File: src/lasm_pkg.sv
// constants, types and timing figures shared by the link activation controller
package lasm_pkg;
  // ----------------------------------------------------------------
  // clock and timing
  // ----------------------------------------------------------------
  localparam int CLK_PERIOD_NS = 20;                       // 50 MHz core clock
  localparam int MS_NS = 1000000;                          // one millisecond in ns
  localparam int CYC_PER_MS = MS_NS / CLK_PERIOD_NS;       // cycles per ms tick
  localparam int MS_W = 14;                                // ms counter width
  localparam int COLD_START_MS = 10000;                    // cold-start limit
  localparam int WARM_START_MS = 5000;                     // warm-start limit
  localparam int WARM_RESUME_MS = 100;                     // warm-resume limit
  localparam int RESUME_ERR_MS = 300;                      // resume-on-error limit
  localparam int SYNC_LOSS_MS = 200;                       // sync_loss_timeout
  // ----------------------------------------------------------------
  // transmission_param_set layout
  // ----------------------------------------------------------------
  localparam int CARRIERS = 4;                             // 1D, 2D, 1U, 2U
  localparam logic [3:0] CONST_MIN = 4'h1;                 // bits per symbol, least
  localparam logic [3:0] CONST_MAX = 4'hc;                 // bits per symbol, most
  localparam logic [4:0] EXBW_MIN = 5'h0a;                 // excess bandwidth 0.10 in hundredths
  localparam logic [4:0] EXBW_MAX = 5'h14;                 // excess bandwidth 0.20 in hundredths
  typedef struct packed {
    logic [7:0] symRateMul;                                // symbol rate / 33.75 kbaud, 0 = carrier off
    logic [4:0] excessBw;                                  // excess bandwidth in hundredths
    logic [3:0] constBits;                                 // constellation, bits per symbol
    logic [11:0] cenFreqMul;                               // centre frequency / 16.875 kHz
  } lasm_carrier_s;
  typedef lasm_carrier_s [CARRIERS-1:0] lasm_set_t;        // one whole parameter set
  // ----------------------------------------------------------------
  // state encodings
  // ----------------------------------------------------------------
  typedef enum logic [3:0] {
    ST_OFF, ST_COLD, ST_WARM, ST_RERR, ST_WRES, ST_STEADY, ST_SYNCLOSS, ST_PDOWN, ST_IDLE
  } lasm_state_e;
  typedef enum logic [2:0] {
    LK_POWER_OFF, LK_STEADY, LK_SYNC_LOSS, LK_POWER_DOWN, LK_IDLE, LK_ACTIVATING
  } lasm_link_e;
  typedef enum logic [2:0] {
    PR_NONE, PR_COLD, PR_WARM, PR_RERR, PR_WRES
  } lasm_proc_e;
endpackage

File: src/lasm_tmr_if.sv
// carrier between the controller, the ms tick divider and the procedure timer
interface lasm_tmr_if;
  import lasm_pkg::*;
  logic tick;                                              // one-cycle ms enable
  logic restart;                                           // count restarts from zero
  logic [MS_W-1:0] limitMs;                                // limit of the running interval
  logic [MS_W-1:0] elapsedMs;                              // ms since the last restart
  logic expired;                                           // elapsed has reached the limit
  modport div (output tick);
  modport tmr (input tick, input restart, input limitMs, output elapsedMs, output expired);
  modport ctl (output restart, output limitMs, input elapsedMs, input expired);
endinterface

File: src/lasm_ctrl.sv
// link activation and deactivation state controller, top level
module lasm_ctrl #(
  parameter int TICK_DIV = lasm_pkg::CYC_PER_MS,           // cycles per ms, shorten for simulation
  parameter int COLD_MS = lasm_pkg::COLD_START_MS,         // cold-start limit in ms
  parameter int WARM_MS = lasm_pkg::WARM_START_MS,         // warm-start limit in ms
  parameter int WRES_MS = lasm_pkg::WARM_RESUME_MS,        // warm-resume limit in ms
  parameter int RERR_MS = lasm_pkg::RESUME_ERR_MS,         // resume-on-error limit in ms
  parameter int SYNC_MS = lasm_pkg::SYNC_LOSS_MS,          // sync_loss_timeout in ms
  parameter bit IDLE_EN = 1'b1                             // idle state supported
) (
  input wire logic clk,
  input wire logic sys_rst,
  input wire logic hsDone,                                 // handshake concluded, pulse
  input wire logic hsModeSel,                              // handshake chose this mode
  input wire logic powerUpReq,                             // power-up request, pulse
  input wire logic powerFail,                              // local power failure, level
  input wire logic quietReq,                               // local terminate request, pulse
  input wire logic peerQuietPin,                           // terminate signal from the peer pin
  input wire logic syncLost,                               // frame, energy or timing lost, level
  input wire logic actDone,                                // training reached steady, pulse
  input wire logic actFail,                                // training gave up, pulse
  input wire logic idleReq,                                // broadband call released, pulse
  input wire logic wakeReq,                                // back-to-service wake-up, pulse
  input wire logic crLoad,                                 // trigger handshake applies newSet, pulse
  input wire lasm_pkg::lasm_set_t newSet,                  // set to apply on crLoad
  input wire lasm_pkg::lasm_set_t defaultSet,              // set used by cold-start
  input wire lasm_pkg::lasm_set_t warmSet,                 // set used by warm-start
  output lasm_pkg::lasm_link_e linkState,                  // visible link state
  output lasm_pkg::lasm_proc_e procState,                  // running activation procedure
  output lasm_pkg::lasm_set_t currentParamSet,             // set applied by the transmitters
  output lasm_pkg::lasm_set_t resumeOnErrorSet,            // set for resume-on-error
  output lasm_pkg::lasm_set_t warmResumeSet,               // set for warm-resume
  output logic [lasm_pkg::MS_W-1:0] actTimeMs,             // last activation time in ms
  output logic actTimeout,                                 // activation ran over its limit, pulse
  output logic actStart,                                   // a procedure starts, pulse
  output logic paramErr,                                   // crLoad refused, pulse
  output logic setChanged,                                 // current set changed, pulse
  output logic quietOut,                                   // terminate signal towards the peer
  output logic userDataEn,                                 // user data transport enabled
  output logic monitorEn                                   // frame sync and event monitoring on
);
  import lasm_pkg::*;
  // ----------------------------------------------------------------
  // elaboration checks
  // ----------------------------------------------------------------
  localparam int MS_MAX = (1 << MS_W) - 1;
  initial begin
    if (COLD_MS < 1 || COLD_MS >= MS_MAX) $error("COLD_MS out of range");
    if (WARM_MS < 1 || WARM_MS >= MS_MAX) $error("WARM_MS out of range");
    if (WRES_MS < 1 || WRES_MS >= MS_MAX) $error("WRES_MS out of range");
    if (RERR_MS < 1 || RERR_MS >= MS_MAX) $error("RERR_MS out of range");
    if (SYNC_MS < 1 || SYNC_MS >= MS_MAX) $error("SYNC_MS out of range");
  end
  // ----------------------------------------------------------------
  // timing resources
  // ----------------------------------------------------------------
  lasm_tmr_if tbus ();                                     // tick, restart, limit, elapsed
  lasm_tick_div #(.DIV(TICK_DIV)) u_div (
    .clk(clk),
    .sys_rst(sys_rst),
    .tb(tbus.div)
  );
  lasm_ms_timer u_tmr (
    .clk(clk),
    .sys_rst(sys_rst),
    .tb(tbus.tmr)
  );
  // ----------------------------------------------------------------
  // peer terminate pin synchroniser, second stage is the only reader
  // ----------------------------------------------------------------
  logic peerQuietS1_r;                                     // first stage, metastable
  logic peerQuietS2_r;                                     // second stage, safe to use
  always_ff @(posedge clk) begin
    if (sys_rst) begin
      peerQuietS1_r <= 1'b0;
      peerQuietS2_r <= 1'b0;
    end else begin
      peerQuietS1_r <= peerQuietPin;
      peerQuietS2_r <= peerQuietS1_r;
    end
  end
  // ----------------------------------------------------------------
  // registers
  // ----------------------------------------------------------------
  lasm_state_e state_r;                                    // controller state
  lasm_state_e state_nxt;
  lasm_link_e link_r;
  lasm_link_e link_nxt;
  lasm_proc_e proc_r;
  lasm_proc_e proc_nxt;
  lasm_set_t cur_r;                                        // current_param_set
  lasm_set_t cur_nxt;
  lasm_set_t re_r;                                         // resume_on_error_set
  lasm_set_t re_nxt;
  lasm_set_t wr_r;                                         // warm_resume_set
  lasm_set_t wr_nxt;
  logic [MS_W-1:0] actTime_r;
  logic actTimeout_r;
  logic actStart_r;
  logic paramErr_r;
  logic setChanged_r;
  logic quietOut_r;
  logic userData_r;
  logic monitor_r;
  // ----------------------------------------------------------------
  // decode of events
  // ----------------------------------------------------------------
  wire terminate = quietReq || peerQuietS2_r || powerFail;
  wire inActivation = (state_r == ST_COLD) || (state_r == ST_WARM) ||
                      (state_r == ST_RERR) || (state_r == ST_WRES);
  wire actOk = inActivation && actDone;
  wire actBad = inActivation && !actDone && (actFail || tbus.expired);
  // a failed cold-start stays in cold-start, so it counts as a fresh entry
  wire entering = (state_nxt != state_r) || actBad;
  wire enterSteady = entering && (state_nxt == ST_STEADY);
  wire enterIdle = entering && (state_nxt == ST_IDLE);
  wire crWindow = (state_r == ST_STEADY) || (state_r == ST_IDLE);
  // ----------------------------------------------------------------
  // legality of a requested set: every enabled carrier in range
  // ----------------------------------------------------------------
  logic [CARRIERS-1:0] carOk;
  genvar gi;
  generate
    for (gi = 0; gi < CARRIERS; gi++) begin : g_chk
      assign carOk[gi] = (newSet[gi].symRateMul == 8'h00) ||
                         ((newSet[gi].constBits >= CONST_MIN) && (newSet[gi].constBits <= CONST_MAX) &&
                          (newSet[gi].excessBw >= EXBW_MIN) && (newSet[gi].excessBw <= EXBW_MAX) &&
                          (newSet[gi].cenFreqMul != 12'h000));
    end
  endgenerate
  wire setLegal = &carOk;
  wire crAccept = crLoad && crWindow && setLegal && !terminate;
  wire crRefuse = crLoad && !crAccept;
  // ----------------------------------------------------------------
  // next state
  // ----------------------------------------------------------------
  always_comb begin
    state_nxt = state_r;
    if (terminate && state_r != ST_OFF) begin
      // cold-start falls back to power-off, every other state to power down
      state_nxt = (state_r == ST_COLD) ? ST_OFF : ST_PDOWN;
    end else begin
      unique case (state_r)
        ST_OFF: begin
          if (hsDone && hsModeSel) begin
            state_nxt = ST_COLD;
          end
        end
        ST_COLD: begin
          if (actOk) begin
            state_nxt = ST_STEADY;
          end else if (actBad) begin
            state_nxt = ST_COLD;                                            // retry with default set
          end
        end
        ST_WARM: begin
          if (actOk) begin
            state_nxt = ST_STEADY;
          end else if (actBad) begin
            state_nxt = ST_COLD;
          end
        end
        ST_RERR, ST_WRES: begin
          if (actOk) begin
            state_nxt = ST_STEADY;
          end else if (actBad) begin
            state_nxt = ST_WARM;
          end
        end
        ST_STEADY: begin
          if (syncLost) begin
            state_nxt = ST_SYNCLOSS;
          end else if (idleReq && IDLE_EN) begin
            state_nxt = ST_IDLE;
          end
        end
        ST_SYNCLOSS: begin
          if (!syncLost) begin
            state_nxt = ST_STEADY;
          end else if (tbus.expired) begin
            state_nxt = ST_RERR;
          end
        end
        ST_PDOWN: begin
          if (powerUpReq) begin
            state_nxt = ST_WARM;
          end
        end
        ST_IDLE: begin
          if (wakeReq) begin
            state_nxt = ST_WRES;
          end
        end
        default: state_nxt = ST_OFF;
      endcase
    end
  end
  // ----------------------------------------------------------------
  // timer control; the restart lands on the same edge as the state change
  // ----------------------------------------------------------------
  always_comb begin
    unique case (state_r)
      ST_COLD: tbus.limitMs = MS_W'(COLD_MS);
      ST_WARM: tbus.limitMs = MS_W'(WARM_MS);
      ST_WRES: tbus.limitMs = MS_W'(WRES_MS);
      ST_RERR: tbus.limitMs = MS_W'(RERR_MS);
      ST_SYNCLOSS: tbus.limitMs = MS_W'(SYNC_MS);
      default: tbus.limitMs = '1;                                           // no limit applies
    endcase
  end
  assign tbus.restart = entering;
  // ----------------------------------------------------------------
  // visible link state and running procedure
  // ----------------------------------------------------------------
  always_comb begin
    link_nxt = LK_ACTIVATING;
    proc_nxt = PR_NONE;
    unique case (state_nxt)
      ST_OFF: link_nxt = LK_POWER_OFF;
      ST_STEADY: link_nxt = LK_STEADY;
      ST_SYNCLOSS: link_nxt = LK_SYNC_LOSS;
      ST_PDOWN: link_nxt = LK_POWER_DOWN;
      ST_IDLE: link_nxt = LK_IDLE;
      ST_COLD: proc_nxt = PR_COLD;
      ST_WARM: proc_nxt = PR_WARM;
      ST_RERR: proc_nxt = PR_RERR;
      ST_WRES: proc_nxt = PR_WRES;
      default: link_nxt = LK_POWER_OFF;
    endcase
  end
  // ----------------------------------------------------------------
  // parameter sets: procedure entry loads, trigger handshake overwrites
  // ----------------------------------------------------------------
  wire procEntry = entering && (proc_nxt != PR_NONE);
  always_comb begin
    cur_nxt = cur_r;
    re_nxt = re_r;
    wr_nxt = wr_r;
    if (procEntry) begin
      unique case (proc_nxt)
        PR_COLD: cur_nxt = defaultSet;
        PR_WARM: cur_nxt = warmSet;
        PR_RERR: cur_nxt = re_r;
        PR_WRES: cur_nxt = wr_r;
        default: cur_nxt = cur_r;
      endcase
    end else if (crAccept) begin
      cur_nxt = newSet;
    end
    // resume-on-error set follows the set in force while steady or idle, warm-resume set is taken on entry to steady only
    if (enterSteady || enterIdle || (crWindow && !procEntry)) begin
      re_nxt = cur_nxt;
    end
    if (enterSteady) begin
      wr_nxt = cur_nxt;
    end
  end
  // ----------------------------------------------------------------
  // state and set registers
  // ----------------------------------------------------------------
  always_ff @(posedge clk) begin
    if (sys_rst) begin
      state_r <= ST_OFF;
      link_r <= LK_POWER_OFF;
      proc_r <= PR_NONE;
      cur_r <= '0;
      re_r <= '0;
      wr_r <= '0;
    end else begin
      state_r <= state_nxt;
      link_r <= link_nxt;
      proc_r <= proc_nxt;
      cur_r <= cur_nxt;
      re_r <= re_nxt;
      wr_r <= wr_nxt;
    end
  end
  // ----------------------------------------------------------------
  // activation timing: elapsed ms captured when training reports done during a procedure
  // ----------------------------------------------------------------
  always_ff @(posedge clk) begin
    if (sys_rst) begin
      actTime_r <= '0;
      actTimeout_r <= 1'b0;
      actStart_r <= 1'b0;
    end else begin
      if (actOk) begin
        actTime_r <= tbus.elapsedMs;
      end
      actTimeout_r <= actBad && !actFail && !terminate;
      actStart_r <= procEntry;
    end
  end
  // ----------------------------------------------------------------
  // status pulses and transport enables
  // ----------------------------------------------------------------
  always_ff @(posedge clk) begin
    if (sys_rst) begin
      paramErr_r <= 1'b0;
      setChanged_r <= 1'b0;
      quietOut_r <= 1'b0;
      userData_r <= 1'b0;
      monitor_r <= 1'b0;
    end else begin
      paramErr_r <= crRefuse;
      // a change is flagged so the peer can mirror it
      setChanged_r <= (cur_nxt != cur_r);
      // only local causes are passed on, never the peer's own signal echoed back
      quietOut_r <= (quietReq || powerFail) && (state_r != ST_OFF);
      userData_r <= (state_nxt == ST_STEADY);
      monitor_r <= (state_nxt == ST_STEADY) || (state_nxt == ST_IDLE);
    end
  end
  // ----------------------------------------------------------------
  // outputs, each straight from a flip-flop
  // ----------------------------------------------------------------
  assign linkState = link_r;
  assign procState = proc_r;
  assign currentParamSet = cur_r;
  assign resumeOnErrorSet = re_r;
  assign warmResumeSet = wr_r;
  assign actTimeMs = actTime_r;
  assign actTimeout = actTimeout_r;
  assign actStart = actStart_r;
  assign paramErr = paramErr_r;
  assign setChanged = setChanged_r;
  assign quietOut = quietOut_r;
  assign userDataEn = userData_r;
  assign monitorEn = monitor_r;
endmodule

File: src/lasm_tick_div.sv
// free-running millisecond tick divider
module lasm_tick_div #(
  parameter int DIV = lasm_pkg::CYC_PER_MS
) (
  input wire logic clk,
  input wire logic sys_rst,
  lasm_tmr_if.div tb
);
  import lasm_pkg::*;
  localparam int CW = $clog2(DIV + 1);
  initial if (DIV < 2) $error("tick divider needs DIV of 2 or more");
  logic [CW-1:0] cnt_r;                                    // cycles within the current ms
  logic tick_r;                                            // registered tick pulse
  wire wrap = (cnt_r == CW'(DIV - 1));
  // ----------------------------------------------------------------
  // counter; never restarted so all timers share one time base
  // ----------------------------------------------------------------
  always_ff @(posedge clk) begin
    if (sys_rst) begin
      cnt_r <= '0;
      tick_r <= 1'b0;
    end else begin
      cnt_r <= wrap ? '0 : cnt_r + 1'b1;
      tick_r <= wrap;
    end
  end
  assign tb.tick = tick_r;
endmodule

File: src/lasm_ms_timer.sv
// procedure timer counting ms ticks since its last restart
module lasm_ms_timer (
  input wire logic clk,
  input wire logic sys_rst,
  lasm_tmr_if.tmr tb
);
  import lasm_pkg::*;
  logic [MS_W-1:0] ms_r;                                   // saturating ms count
  wire sat = &ms_r;
  // ----------------------------------------------------------------
  // count; a restart wins over a tick in the same cycle
  // ----------------------------------------------------------------
  always_ff @(posedge clk) begin
    if (sys_rst || tb.restart) begin
      ms_r <= '0;
    end else if (tb.tick && !sat) begin
      ms_r <= ms_r + 1'b1;
    end
  end
  assign tb.elapsedMs = ms_r;
  // expiry looks at the count alone: the restart is decoded from the next state,
  // which itself reads expiry, so gating with restart would close a loop
  assign tb.expired = (ms_r >= tb.limitMs);
endmodule

File: config.mk
export PLATFORM = sky130hd
export DESIGN_NAME = lasm_ctrl
export DESIGN_NICKNAME = d
export VERILOG_FILES = /design/src/lasm_pkg.sv /design/src/lasm_tmr_if.sv /design/src/lasm_ctrl.sv /design/src/lasm_tick_div.sv /design/src/lasm_ms_timer.sv
export SDC_FILE = /design/constraint.sdc
export NUM_CORES = 1
export LEC_CHECK = 0
export BUFFER_PORTS_ARGS = -buffer_cell sky130_fd_sc_hd__buf_2
export CORE_AREA = 4 4 283 285
export DETAILED_ROUTE_END_ITERATION = 12
export DIE_AREA = 0 0 287 289
export GPL_ROUTABILITY_DRIVEN = 0
export PLACE_DENSITY = 0.49
export SLEW_MARGIN = 15
export SYNTH_ARGS = -nofsm -noshare
export SYNTH_HDL_FRONTEND = slang
export SYNTH_SLANG_ARGS = --single-unit
File: constraint.sdc
create_clock -name clk -period 5.2 [get_ports clk]
set_clock_uncertainty 0.05 [all_clocks]
set_input_delay 0.78 -clock clk [delete_from_list [all_inputs] [get_ports clk]]
set_output_delay 0.78 -clock clk [all_outputs]
set_load 0.01 [all_outputs]
==> results of run 1 <==
-- cell families after synthesis --
logic type	share of synthesized area, %
AO/OA/AOI/OAI	24.1
XOR/XNOR	3.88
adder cells (fa/ha/maj)	0.870
buffers and inverters	5.00
flip-flops	35.9
multiplexers	2.32
AND/OR/NAND/NOR	28.0
-- timing repair --
| action | CTS | global route |
|---|---|---|
| pin swaps | 33 | 25 |
| hold endpoints to repair | 0 | 0 |
| setup endpoints to repair | 112 | 119 |
| buffers inserted | 19 | 15 |
| cloned | 3 | 4 |
| gates resized for setup | 87 | 41 |
-- worst max-delay path by stage --
stage / from / to / slack [ns] / cells past startpoint
floorplan: state_r[1]$_SDFF_PP0_ / setChanged$_SDFF_PP0_ / 0.03 / 21
global placement: state_r[2]$_SDFF_PP0_ / setChanged$_SDFF_PP0_ / -1.00 / 22
detailed placement: state_r[2]$_SDFF_PP0_ / setChanged$_SDFF_PP0_ / -0.67 / 22
CTS: state_r[0]$_SDFF_PP0_ / setChanged$_SDFF_PP0_ / -0.03 / 21
global route: state_r[0]$_SDFF_PP0_ / setChanged$_SDFF_PP0_ / -0.40 / 26
finish: state_r[0]$_SDFF_PP0_ / setChanged$_SDFF_PP0_ / -0.16 / 23
-- Yosys cell counts, drive strengths merged (4+ instances only) --
cell,count,area (um^2)
nand2,906,3400
a21oi,451,2260
dfxtp,412,8250
clkbuf,180,676
nor2,167,627
nor2b,116,726
o21ai,86,430
a221oi,59,517
a31oi,58,378
buf,58,253
inv,58,218
and3,57,357
nor4,54,344
xor2,52,455
xnor2,50,438
mux2i,42,420
nor3,39,211
nand3,31,155
nand4,27,169
o211ai,25,188
o22ai,21,131
a211oi,20,150
a221o,20,200
a32o,17,170
and2,17,106
ha,16,200
a22o,12,105
a22oi,12,90.1
nand2b,12,75.1
or4,12,90.1
a21o,10,75.1
mux2,10,113
a222oi,8,80.1
a32oi,8,70.1
o21a,7,52.6
o2bb2ai,7,61.3
a2111oi,6,52.6
a21boi,6,45.0
o21bai,6,45.0
o31ai,6,45.0
a2bb2oi,5,43.8
or3,5,31.3
a31o,4,35.0
o221ai,4,35.0
o311ai,4,52.6
-- stage by stage --
| stage | std cells | power (mW) |
|---|---|---|
| 6_report | 5331 | 27.5 |
| 5_1_grt | 5322 | 28.6 |
| 4_1_cts | 5293 | 26.5 |
| 3_5_place_dp | 5184 | 22.0 |
| 3_3_place_gp | 5184 | 22.0 |
| 2_1_floorplan | 3225 | 12.4 |
-- per-layer routing --
metal  part of all wire (%)  vias to the layer above  global-route usage [%]  routed length [um]
met3                     10                      407                    8.76               15500
met1                     40                    14200                    44.8               60600
li1                       -                    13300                       -                   -
met4                    5.8                       24                    16.6                8910
met2                     44                     1743                    54.7               68200
met5                   0.10                        -                       0                 159
-- report_power, final --
part | switching [mW] | internal, mW | total, mW
combinational | 10.9 | 8.10 | 19.0
clock | 1.52 | 2.06 | 3.59
sequential | 0.980 | 3.94 | 4.92
-- critical path, delay by kind of cell (launching register included) --
kind                     cells  cell delay, ns
adder cells (fa/ha/maj)      1            0.32
AND/OR/NAND/NOR              7            1.51
flip-flops                   1            0.37
AO/OA/AOI/OAI                9            2.00
buffers and inverters        6            0.98
-- flip-flops by register name (all words and copies together) (netlist names) --
name	count
u_div.tb.tick	1
procState	3
linkState	3
actStart	1
peerQuietS2_r	1
currentParamSet	116
quietOut	1
state_r	4
setChanged	1
userDataEn	1
peerQuietS1_r	1
resumeOnErrorSet	116
paramErr	1
warmResumeSet	116
u_div.cnt_r	16
u_tmr.tb.elapsedMs	14
actTimeout	1
monitorEn	1
actTimeMs	14
-- final cells by class --
type / count / area [um^2] / share of cell area [%]
Multi-Input combinational cell: 2516 / 14200 / 42.1
Sequential cell: 412 / 8260 / 24.5
Timing Repair Buffer: 1197 / 8040 / 23.9
Clock buffer: 65 / 1380 / 4.09
Tap cell: 1040 / 1300 / 3.86
Clock inverter: 23 / 244 / 0.724
Inverter: 59 / 223 / 0.661
Antenna cell: 19 / 47.5 / 0.141
==> metrics.txt, run 1 <==
# TYPE chip_impl_metric gauge
chip_impl_info{name="failed_checks",value="negative setup slack"} 1
chip_impl_info{name="tritoncts",value="built"} 1
chip_impl_metric{name="grt_antenna_before_repair",unit=""} 38
chip_impl_metric{name="clock_insertion_delay_worst_skew",unit="ns"} 0.62
chip_impl_metric{name="start_util",unit="%"} 29.7
chip_impl_info{name="startpoint_of_the_worst_slack_reg_to_reg_timing_path",value="state_r[0]$_SDFF_PP0_"} 1
chip_impl_info{name="min-delay-start",value="peerQuietPin"} 1
chip_impl_info{name="run_status",value="finished, violations left"} 1
chip_impl_metric{name="worst-r2r-cell-count",unit=""} 23
chip_impl_metric{name="synth.distinct_cells",unit=""} 78
chip_impl_metric{name="dp_worst_setup_slack",unit="ns"} -0.674
chip_impl_metric{name="drt-total-wl",unit="um"} 153000
chip_impl_metric{name="area.growth.synth_to_final",unit="%"} 46.5
chip_impl_metric{name="drive_above_1_share",unit="%"} 32.4
chip_impl_metric{name="io_buffers",unit=""} 736
chip_impl_metric{name="postLayoutCoreUtil",unit="%"} 43.6
chip_impl_metric{name="route.detailed.vias_per_inst",unit=""} 5.58
chip_impl_metric{name="die-area",unit="um^2"} 82900
chip_impl_metric{name="max_stage_delay",unit="ns"} 0.46
chip_impl_metric{name="htree_num_levels",unit=""} 2
chip_impl_info{name="min_delay_worst_endpoint",value="peerQuietS1_r$_SDFF_PP0_"} 1
chip_impl_metric{name="wire_length_of_the_first_global_routing_pass",unit="um"} 210000
chip_impl_info{name="worstHoldPathType",value="in2reg"} 1
chip_impl_metric{name="hpwl",unit="um"} 122000
chip_impl_metric{name="setup_violations",unit=""} 1
chip_impl_metric{name="period_needed",unit="ns"} 5.36
chip_impl_metric{name="post_synthesis_cell_area",unit="um^2"} 23000
chip_impl_metric{name="clock_sink_count",unit=""} 412
chip_impl_metric{name="tightestPinTransition",unit="ns"} 1.06
chip_impl_metric{name="drt.antenna.violating_nets",unit=""} 0
chip_impl_metric{name="globalRouteOverflowTotal",unit=""} 0
chip_impl_info{name="worst-setup-path-type",value="reg2reg"} 1
chip_impl_metric{name="clk_path_buf_depth",unit=""} 3
chip_impl_metric{name="syn-num-nets",unit=""} 3603
chip_impl_info{name="worst_setup_path_start_kind",value="register"} 1
chip_impl_metric{name="tritoncts.num_buffers",unit=""} 50
chip_impl_metric{name="synth_edf_count",unit=""} 0
chip_impl_metric{name="synth_warnings",unit=""} 0
chip_impl_metric{name="cp_max_fo",unit=""} 6
chip_impl_info{name="most_frequent_cells_in_the_layout",value="sky130_fd_sc_hd__nand2_1, sky130_fd_sc_hd__buf_2, sky130_fd_sc_hd__a21oi_1, sky130_fd_sc_hd__dfxtp_1, sky130_fd_sc_hd__buf_4"} 1
chip_impl_metric{name="die_y",unit="um"} 289
chip_impl_metric{name="power_density",unit="nW/um^2"} 816
chip_impl_metric{name="fill_cells",unit=""} 8247
chip_impl_info{name="critPathCaptureType",value="register"} 1
chip_impl_metric{name="detailroute.via_count",unit=""} 29700
chip_impl_info{name="cts_root_buf",value="sky130_fd_sc_hd__clkbuf_16"} 1
chip_impl_metric{name="hold_viol_final",unit=""} 0
chip_impl_metric{name="nNetsFinal",unit=""} 4614
chip_impl_info{name="cpMaxStageDelayCell",value="sky130_fd_sc_hd__a2111oi_4"} 1
chip_impl_info{name="critical_path.cell_chain",value="nor2b_4, buf_6, a21oi_4, o22ai_2, ha_1, nand4_1, o221ai_1, a21o_1, buf_4, buf_4, or3_4, a31oi_4, and4_4, buf_4, bufbuf_16, buf_4, a22o_1, nor3_1, o21a_1, a2111oi_4, nand4_1, nor4_2, a41oi_1"} 1
chip_impl_metric{name="drv.max_cap_violation_count",unit=""} 0
chip_impl_metric{name="fmax_achieved",unit="MHz"} 186
chip_impl_metric{name="finalWorstSetupSlack",unit="ns"} -0.163
chip_impl_metric{name="reg2reg_setup_slack",unit="ns"} -0.16
chip_impl_metric{name="worstPathArrival",unit="ns"} 5.78
chip_impl_metric{name="placedInstanceArea",unit="um^2"} 31000
chip_impl_metric{name="synth.yosys.seq_area_share",unit="%"} 35.9
chip_impl_metric{name="grt_pass1_vias",unit=""} 27600
chip_impl_metric{name="drcViolationCount",unit=""} 0
chip_impl_metric{name="finalCritPeriodShare",unit="%"} 103
chip_impl_metric{name="clkSlewWorstSetupHoldPaths",unit="ns"} 0.06
chip_impl_info{name="cp_common_cell",value="sky130_fd_sc_hd__buf_4"} 1
chip_impl_metric{name="cts_hold_buf",unit=""} 0
chip_impl_metric{name="ys_async_sr_fraction",unit="%"} 0
chip_impl_metric{name="fin_area",unit="um^2"} 33700
chip_impl_metric{name="slew-limit-headroom",unit="%"} 29.4
chip_impl_metric{name="whs",unit="ns"} 0.339
chip_impl_info{name="r2r_end",value="setChanged$_SDFF_PP0_"} 1
chip_impl_metric{name="flip_flop_and_latch_count_after_synthesis",unit=""} 412
chip_impl_metric{name="instance_count_along_the_most_critical_hold_path",unit=""} 2
chip_impl_metric{name="setup_tns",unit="ns"} -0.163
chip_impl_metric{name="static-leakage-power",unit="nW"} 14.6
chip_impl_info{name="synth_ff_type",value="sky130_fd_sc_hd__dfxtp_1"} 1
chip_impl_info{name="layout.cells.most_common",value="sky130_fd_sc_hd__nand2_1"} 1
chip_impl_info{name="grt_setup_unrepaired",value="yes"} 1
chip_impl_metric{name="syn_area_per_cell",unit="um^2"} 7.13
chip_impl_metric{name="critPathRequiredTime",unit="ns"} 5.62
chip_impl_metric{name="avgRoutedWirePerCell",unit="um"} 28.8
chip_impl_metric{name="worst_ir_drop_vdd",unit="V"} 0.000412
chip_impl_metric{name="grt_util_all_layers",unit="%"} 34.8
chip_impl_metric{name="die_w",unit="um"} 287
chip_impl_metric{name="core_region_area",unit="um^2"} 77300
chip_impl_metric{name="floorplan.rows",unit=""} 102
chip_impl_metric{name="report.final.slew_viol_count",unit=""} 0
chip_impl_metric{name="syn-instance-count",unit=""} 3225
chip_impl_metric{name="drt_first_pass_iters",unit=""} 6
chip_impl_metric{name="drt_iter0_markers",unit=""} 3373
chip_impl_metric{name="top_level_ports",unit=""} 737
chip_impl_metric{name="pin_count_of_the_biggest_net_entering_global_routing",unit=""} 148
Note: power is estimated with default switching activity, not from simulation.
==> inputs of run 2 (changes only) <==
--- a/config.mk
+++ b/config.mk
@@ -14,4 +14,5 @@
 export SLEW_MARGIN = 15
 export SYNTH_ARGS = -nofsm -noshare
 export SYNTH_HDL_FRONTEND = slang
+export SYNTH_HIERARCHICAL = 1
 export SYNTH_SLANG_ARGS = --single-unit
==> metrics.txt, run 2 <==
# TYPE chip_impl_metric gauge
chip_impl_metric{name="detailroute.via_count",unit=""} 29400
chip_impl_metric{name="cts_hold_buf",unit=""} 0
chip_impl_info{name="failed_checks",value="negative setup slack"} 1
chip_impl_metric{name="worst_ir_drop_vdd",unit="V"} 0.000437
chip_impl_metric{name="cp_max_fo",unit=""} 8
chip_impl_info{name="worst_setup_path_start_kind",value="register"} 1
chip_impl_info{name="end_point_of_the_critical_path",value="setChanged$_SDFF_PP0_"} 1
chip_impl_metric{name="wire_length_of_the_first_global_routing_pass",unit="um"} 209000
chip_impl_metric{name="fmax_achieved",unit="MHz"} 169
chip_impl_metric{name="globalRouteOverflowTotal",unit=""} 0
chip_impl_info{name="run_status",value="finished, violations left"} 1
chip_impl_info{name="yosys-top-cells-count",value="sky130_fd_sc_hd__nand2_1, sky130_fd_sc_hd__dfxtp_1, sky130_fd_sc_hd__a21oi_1"} 1
chip_impl_info{name="synth_area_leader_cell",value="sky130_fd_sc_hd__dfxtp_1"} 1
chip_impl_metric{name="grt_util_all_layers",unit="%"} 34.9
chip_impl_metric{name="instance_count_along_the_most_critical_hold_path",unit=""} 2
chip_impl_metric{name="grt_antenna_before_repair",unit=""} 51
chip_impl_info{name="synth_ff_type",value="sky130_fd_sc_hd__dfxtp_1"} 1
chip_impl_metric{name="tightestPinTransition",unit="ns"} 0.917
chip_impl_metric{name="io_buffers",unit=""} 736
chip_impl_metric{name="synth_warnings",unit=""} 6
chip_impl_info{name="critPathCaptureType",value="register"} 1
chip_impl_metric{name="htree_num_levels",unit=""} 2
chip_impl_metric{name="synth_edf_count",unit=""} 0
chip_impl_info{name="most_frequent_cells_in_the_layout",value="sky130_fd_sc_hd__buf_2, sky130_fd_sc_hd__nand2_1, sky130_fd_sc_hd__dfxtp_1, sky130_fd_sc_hd__a21oi_1, sky130_fd_sc_hd__nor2_1"} 1
chip_impl_info{name="cp_common_cell",value="sky130_fd_sc_hd__buf_4"} 1
chip_impl_metric{name="critPathRequiredTime",unit="ns"} 5.62
chip_impl_info{name="startpoint_of_the_worst_slack_reg_to_reg_timing_path",value="state_r[0]$_SDFF_PP0_"} 1
chip_impl_metric{name="pin_count_of_the_biggest_net_entering_global_routing",unit=""} 123
chip_impl_info{name="worst-setup-path-type",value="reg2reg"} 1
chip_impl_metric{name="report.final.slew_viol_count",unit=""} 0
chip_impl_metric{name="drt_first_pass_iters",unit=""} 7
chip_impl_metric{name="tritoncts.num_buffers",unit=""} 51
chip_impl_metric{name="start_util",unit="%"} 29.7
chip_impl_metric{name="clk_path_buf_depth",unit=""} 3
chip_impl_metric{name="clock_sink_count",unit=""} 412
chip_impl_metric{name="die-area",unit="um^2"} 82900
chip_impl_metric{name="placedCellCount",unit=""} 5022
chip_impl_metric{name="synth.distinct_cells",unit=""} 92
chip_impl_metric{name="finalCritPeriodShare",unit="%"} 114
chip_impl_info{name="worstHoldPathType",value="in2reg"} 1
chip_impl_metric{name="worstPathArrival",unit="ns"} 6.34
chip_impl_metric{name="clock_insertion_delay_worst_skew",unit="ns"} 0.63
chip_impl_metric{name="nNetsFinal",unit=""} 4430
chip_impl_metric{name="post_synthesis_cell_area",unit="um^2"} 22900
chip_impl_metric{name="grt_pass1_vias",unit=""} 26700
chip_impl_metric{name="avgRoutedWirePerCell",unit="um"} 29.8
chip_impl_info{name="cpMaxStageDelayCell",value="sky130_fd_sc_hd__or4_4"} 1
chip_impl_metric{name="syn-instance-count",unit=""} 3135
chip_impl_metric{name="finalWorstSetupSlack",unit="ns"} -0.718
chip_impl_info{name="cts_root_buf",value="sky130_fd_sc_hd__clkbuf_16"} 1
chip_impl_info{name="synthMostInstantiatedCell",value="sky130_fd_sc_hd__nand2_1"} 1
chip_impl_metric{name="route.detailed.vias_per_inst",unit=""} 5.70
chip_impl_info{name="r2r_end",value="setChanged$_SDFF_PP0_"} 1
chip_impl_metric{name="flip_flop_and_latch_count_after_synthesis",unit=""} 412
chip_impl_metric{name="clkSlewWorstSetupHoldPaths",unit="ns"} 0.07
chip_impl_metric{name="synthDominantCellAreaShare",unit="%"} 35.9
chip_impl_metric{name="top_level_ports",unit=""} 737
chip_impl_metric{name="worst-r2r-cell-count",unit=""} 27
chip_impl_metric{name="die_w",unit="um"} 287
chip_impl_metric{name="floorplan.rows",unit=""} 102
chip_impl_metric{name="power_density",unit="nW/um^2"} 809
chip_impl_metric{name="finish.cell_count_without_fillers",unit=""} 5158
chip_impl_metric{name="area.growth.synth_to_final",unit="%"} 41.9
chip_impl_metric{name="setup_violations",unit=""} 1
chip_impl_metric{name="period_needed",unit="ns"} 5.92
chip_impl_metric{name="dp_worst_setup_slack",unit="ns"} -0.770
chip_impl_metric{name="syn-num-nets",unit=""} 3514
chip_impl_info{name="tritoncts",value="built"} 1
chip_impl_metric{name="ys_async_sr_fraction",unit="%"} 0
chip_impl_info{name="setup.worst_path.start",value="state_r[0]$_SDFF_PP0_"} 1
chip_impl_metric{name="die_y",unit="um"} 289
chip_impl_metric{name="reg2reg_setup_slack",unit="ns"} -0.72
chip_impl_metric{name="drt-total-wl",unit="um"} 154000
chip_impl_info{name="grt_setup_unrepaired",value="yes"} 1
chip_impl_metric{name="hpwl",unit="um"} 124000
chip_impl_metric{name="max_stage_delay",unit="ns"} 0.60
chip_impl_metric{name="drv.max_cap_violation_count",unit=""} 0
chip_impl_metric{name="static-leakage-power",unit="nW"} 14.1
chip_impl_metric{name="drive_above_1_share",unit="%"} 32.5
chip_impl_metric{name="slew-limit-headroom",unit="%"} 38.8
chip_impl_metric{name="drt.antenna.violating_nets",unit=""} 0
chip_impl_metric{name="synth.yosys.seq_area_share",unit="%"} 35.9
chip_impl_metric{name="drcViolationCount",unit=""} 0
chip_impl_info{name="layout.cells.most_common",value="sky130_fd_sc_hd__buf_2"} 1
chip_impl_metric{name="hold_viol_final",unit=""} 0
chip_impl_metric{name="drt_iter0_markers",unit=""} 3445
chip_impl_metric{name="syn_area_per_cell",unit="um^2"} 7.32
chip_impl_metric{name="core_region_area",unit="um^2"} 77300
chip_impl_info{name="netlist_top_cells_area",value="sky130_fd_sc_hd__dfxtp_1, sky130_fd_sc_hd__nand2_1, sky130_fd_sc_hd__a21oi_1"} 1
run 2: cell types whose count changed after synthesis, moves of 21 or more:
| cell | before | now |
|---|---|---|
| sky130_fd_sc_hd__nand2_1 | 906 | 689 |
| sky130_fd_sc_hd__nor2_1 | 167 | 341 |
| sky130_fd_sc_hd__a21oi_1 | 451 | 345 |
| sky130_fd_sc_hd__a22o_1 | 12 | 77 |
| sky130_fd_sc_hd__o21ai_0 | 83 | 136 |
| sky130_fd_sc_hd__and3_1 | 57 | 22 |
| sky130_fd_sc_hd__nand3_1 | 31 | 65 |
| sky130_fd_sc_hd__nor2b_1 | 116 | 92 |
| sky130_fd_sc_hd__nor4_1 | 53 | 32 |
| sky130_fd_sc_hd__xor2_1 | 52 | 31 |
run 2: worst max-delay path, delay by kind of cell (launching register included):
family	cells	cell delay, ns
compound gates	12	2.31
simple gates	8	1.92
buf+inv	5	0.80
flops	1	0.37
fa+ha+maj	1	0.20
mux	1	0.12
run 2: logic make-up after synthesis:
group	after synthesis	share of synthesized area, %
simple gates	1386	26.8
compound gates	912	26.2
mux	49	2.18
xor+xnor	77	2.94
flops	412	35.9
fa+ha+maj	17	0.927
buf+inv	282	4.93
run 2: area by class of cell:
cell class | count | area (um^2)
well taps | 1040 | 1300
clock buffers | 71 | 1500
fillers | 8274 | 44800
repair buffers | 1103 | 6900
flip-flops and latches | 412 | 8250
inverters | 42 | 160
multi-input cells | 2441 | 14100
clock inverters | 22 | 268
diodes | 27 | 67.6
run 2: routing by layer:
layer  wire length [um]  global-route usage (%)  share of wire, %  vias up
met5                276                       0              0.18        -
met4               9240                    17.7               6.0       42
met3              16400                    9.50                11      367
met2              67300                    53.7                44     1715
met1              60700                    44.8                39    14200
li1                   -                       -                 -    13000
run 2: worst min-delay path by stage:
stage                                   from  slack (ns)                       end
finish                          peerQuietPin        0.33  peerQuietS1_r$_SDFF_PP0_
global route                    peerQuietPin        0.33  peerQuietS1_r$_SDFF_PP0_
CTS                             peerQuietPin        0.32  peerQuietS1_r$_SDFF_PP0_
detailed placement  peerQuietS1_r$_SDFF_PP0_        0.38  peerQuietS2_r$_SDFF_PP0_
global placement    peerQuietS1_r$_SDFF_PP0_        0.38  peerQuietS2_r$_SDFF_PP0_
floorplan           peerQuietS1_r$_SDFF_PP0_        0.36  peerQuietS2_r$_SDFF_PP0_
run 2: timing repair:
action	in CTS	in global routing
setup buffers	6	10
gates cloned	0	1
pin swaps	8	26
setup endpoints to repair	5	164
gates resized for setup	20	64
endpoints found under the hold margin	0	0
run 2: power by group:
part | internal (mW) | switching, mW
sequential | 3.90 | 0.812
combinational | 6.79 | 11.0
clock | 2.31 | 1.55
run 2: per-stage QoR:
| step | area, um^2 | power (mW) | util (%) | TNS, ns | hold slack (ns) |
|---|---|---|---|---|---|
| global route | 32500 | 27.4 | 42.1 | -1.12 | 0.335 |
| detailed placement | 30300 | 21.5 | 39.1 | -0.770 | 0.377 |
| CTS | 32100 | 25.5 | 41.6 | -0.557 | 0.323 |
| finish | 32600 | 26.4 | 42.1 | -0.718 | 0.334 |
| floorplan | 23100 | 12.4 | - | -0.223 | 0.364 |
| global placement | 30300 | 21.5 | 39.1 | -0.761 | 0.379 |
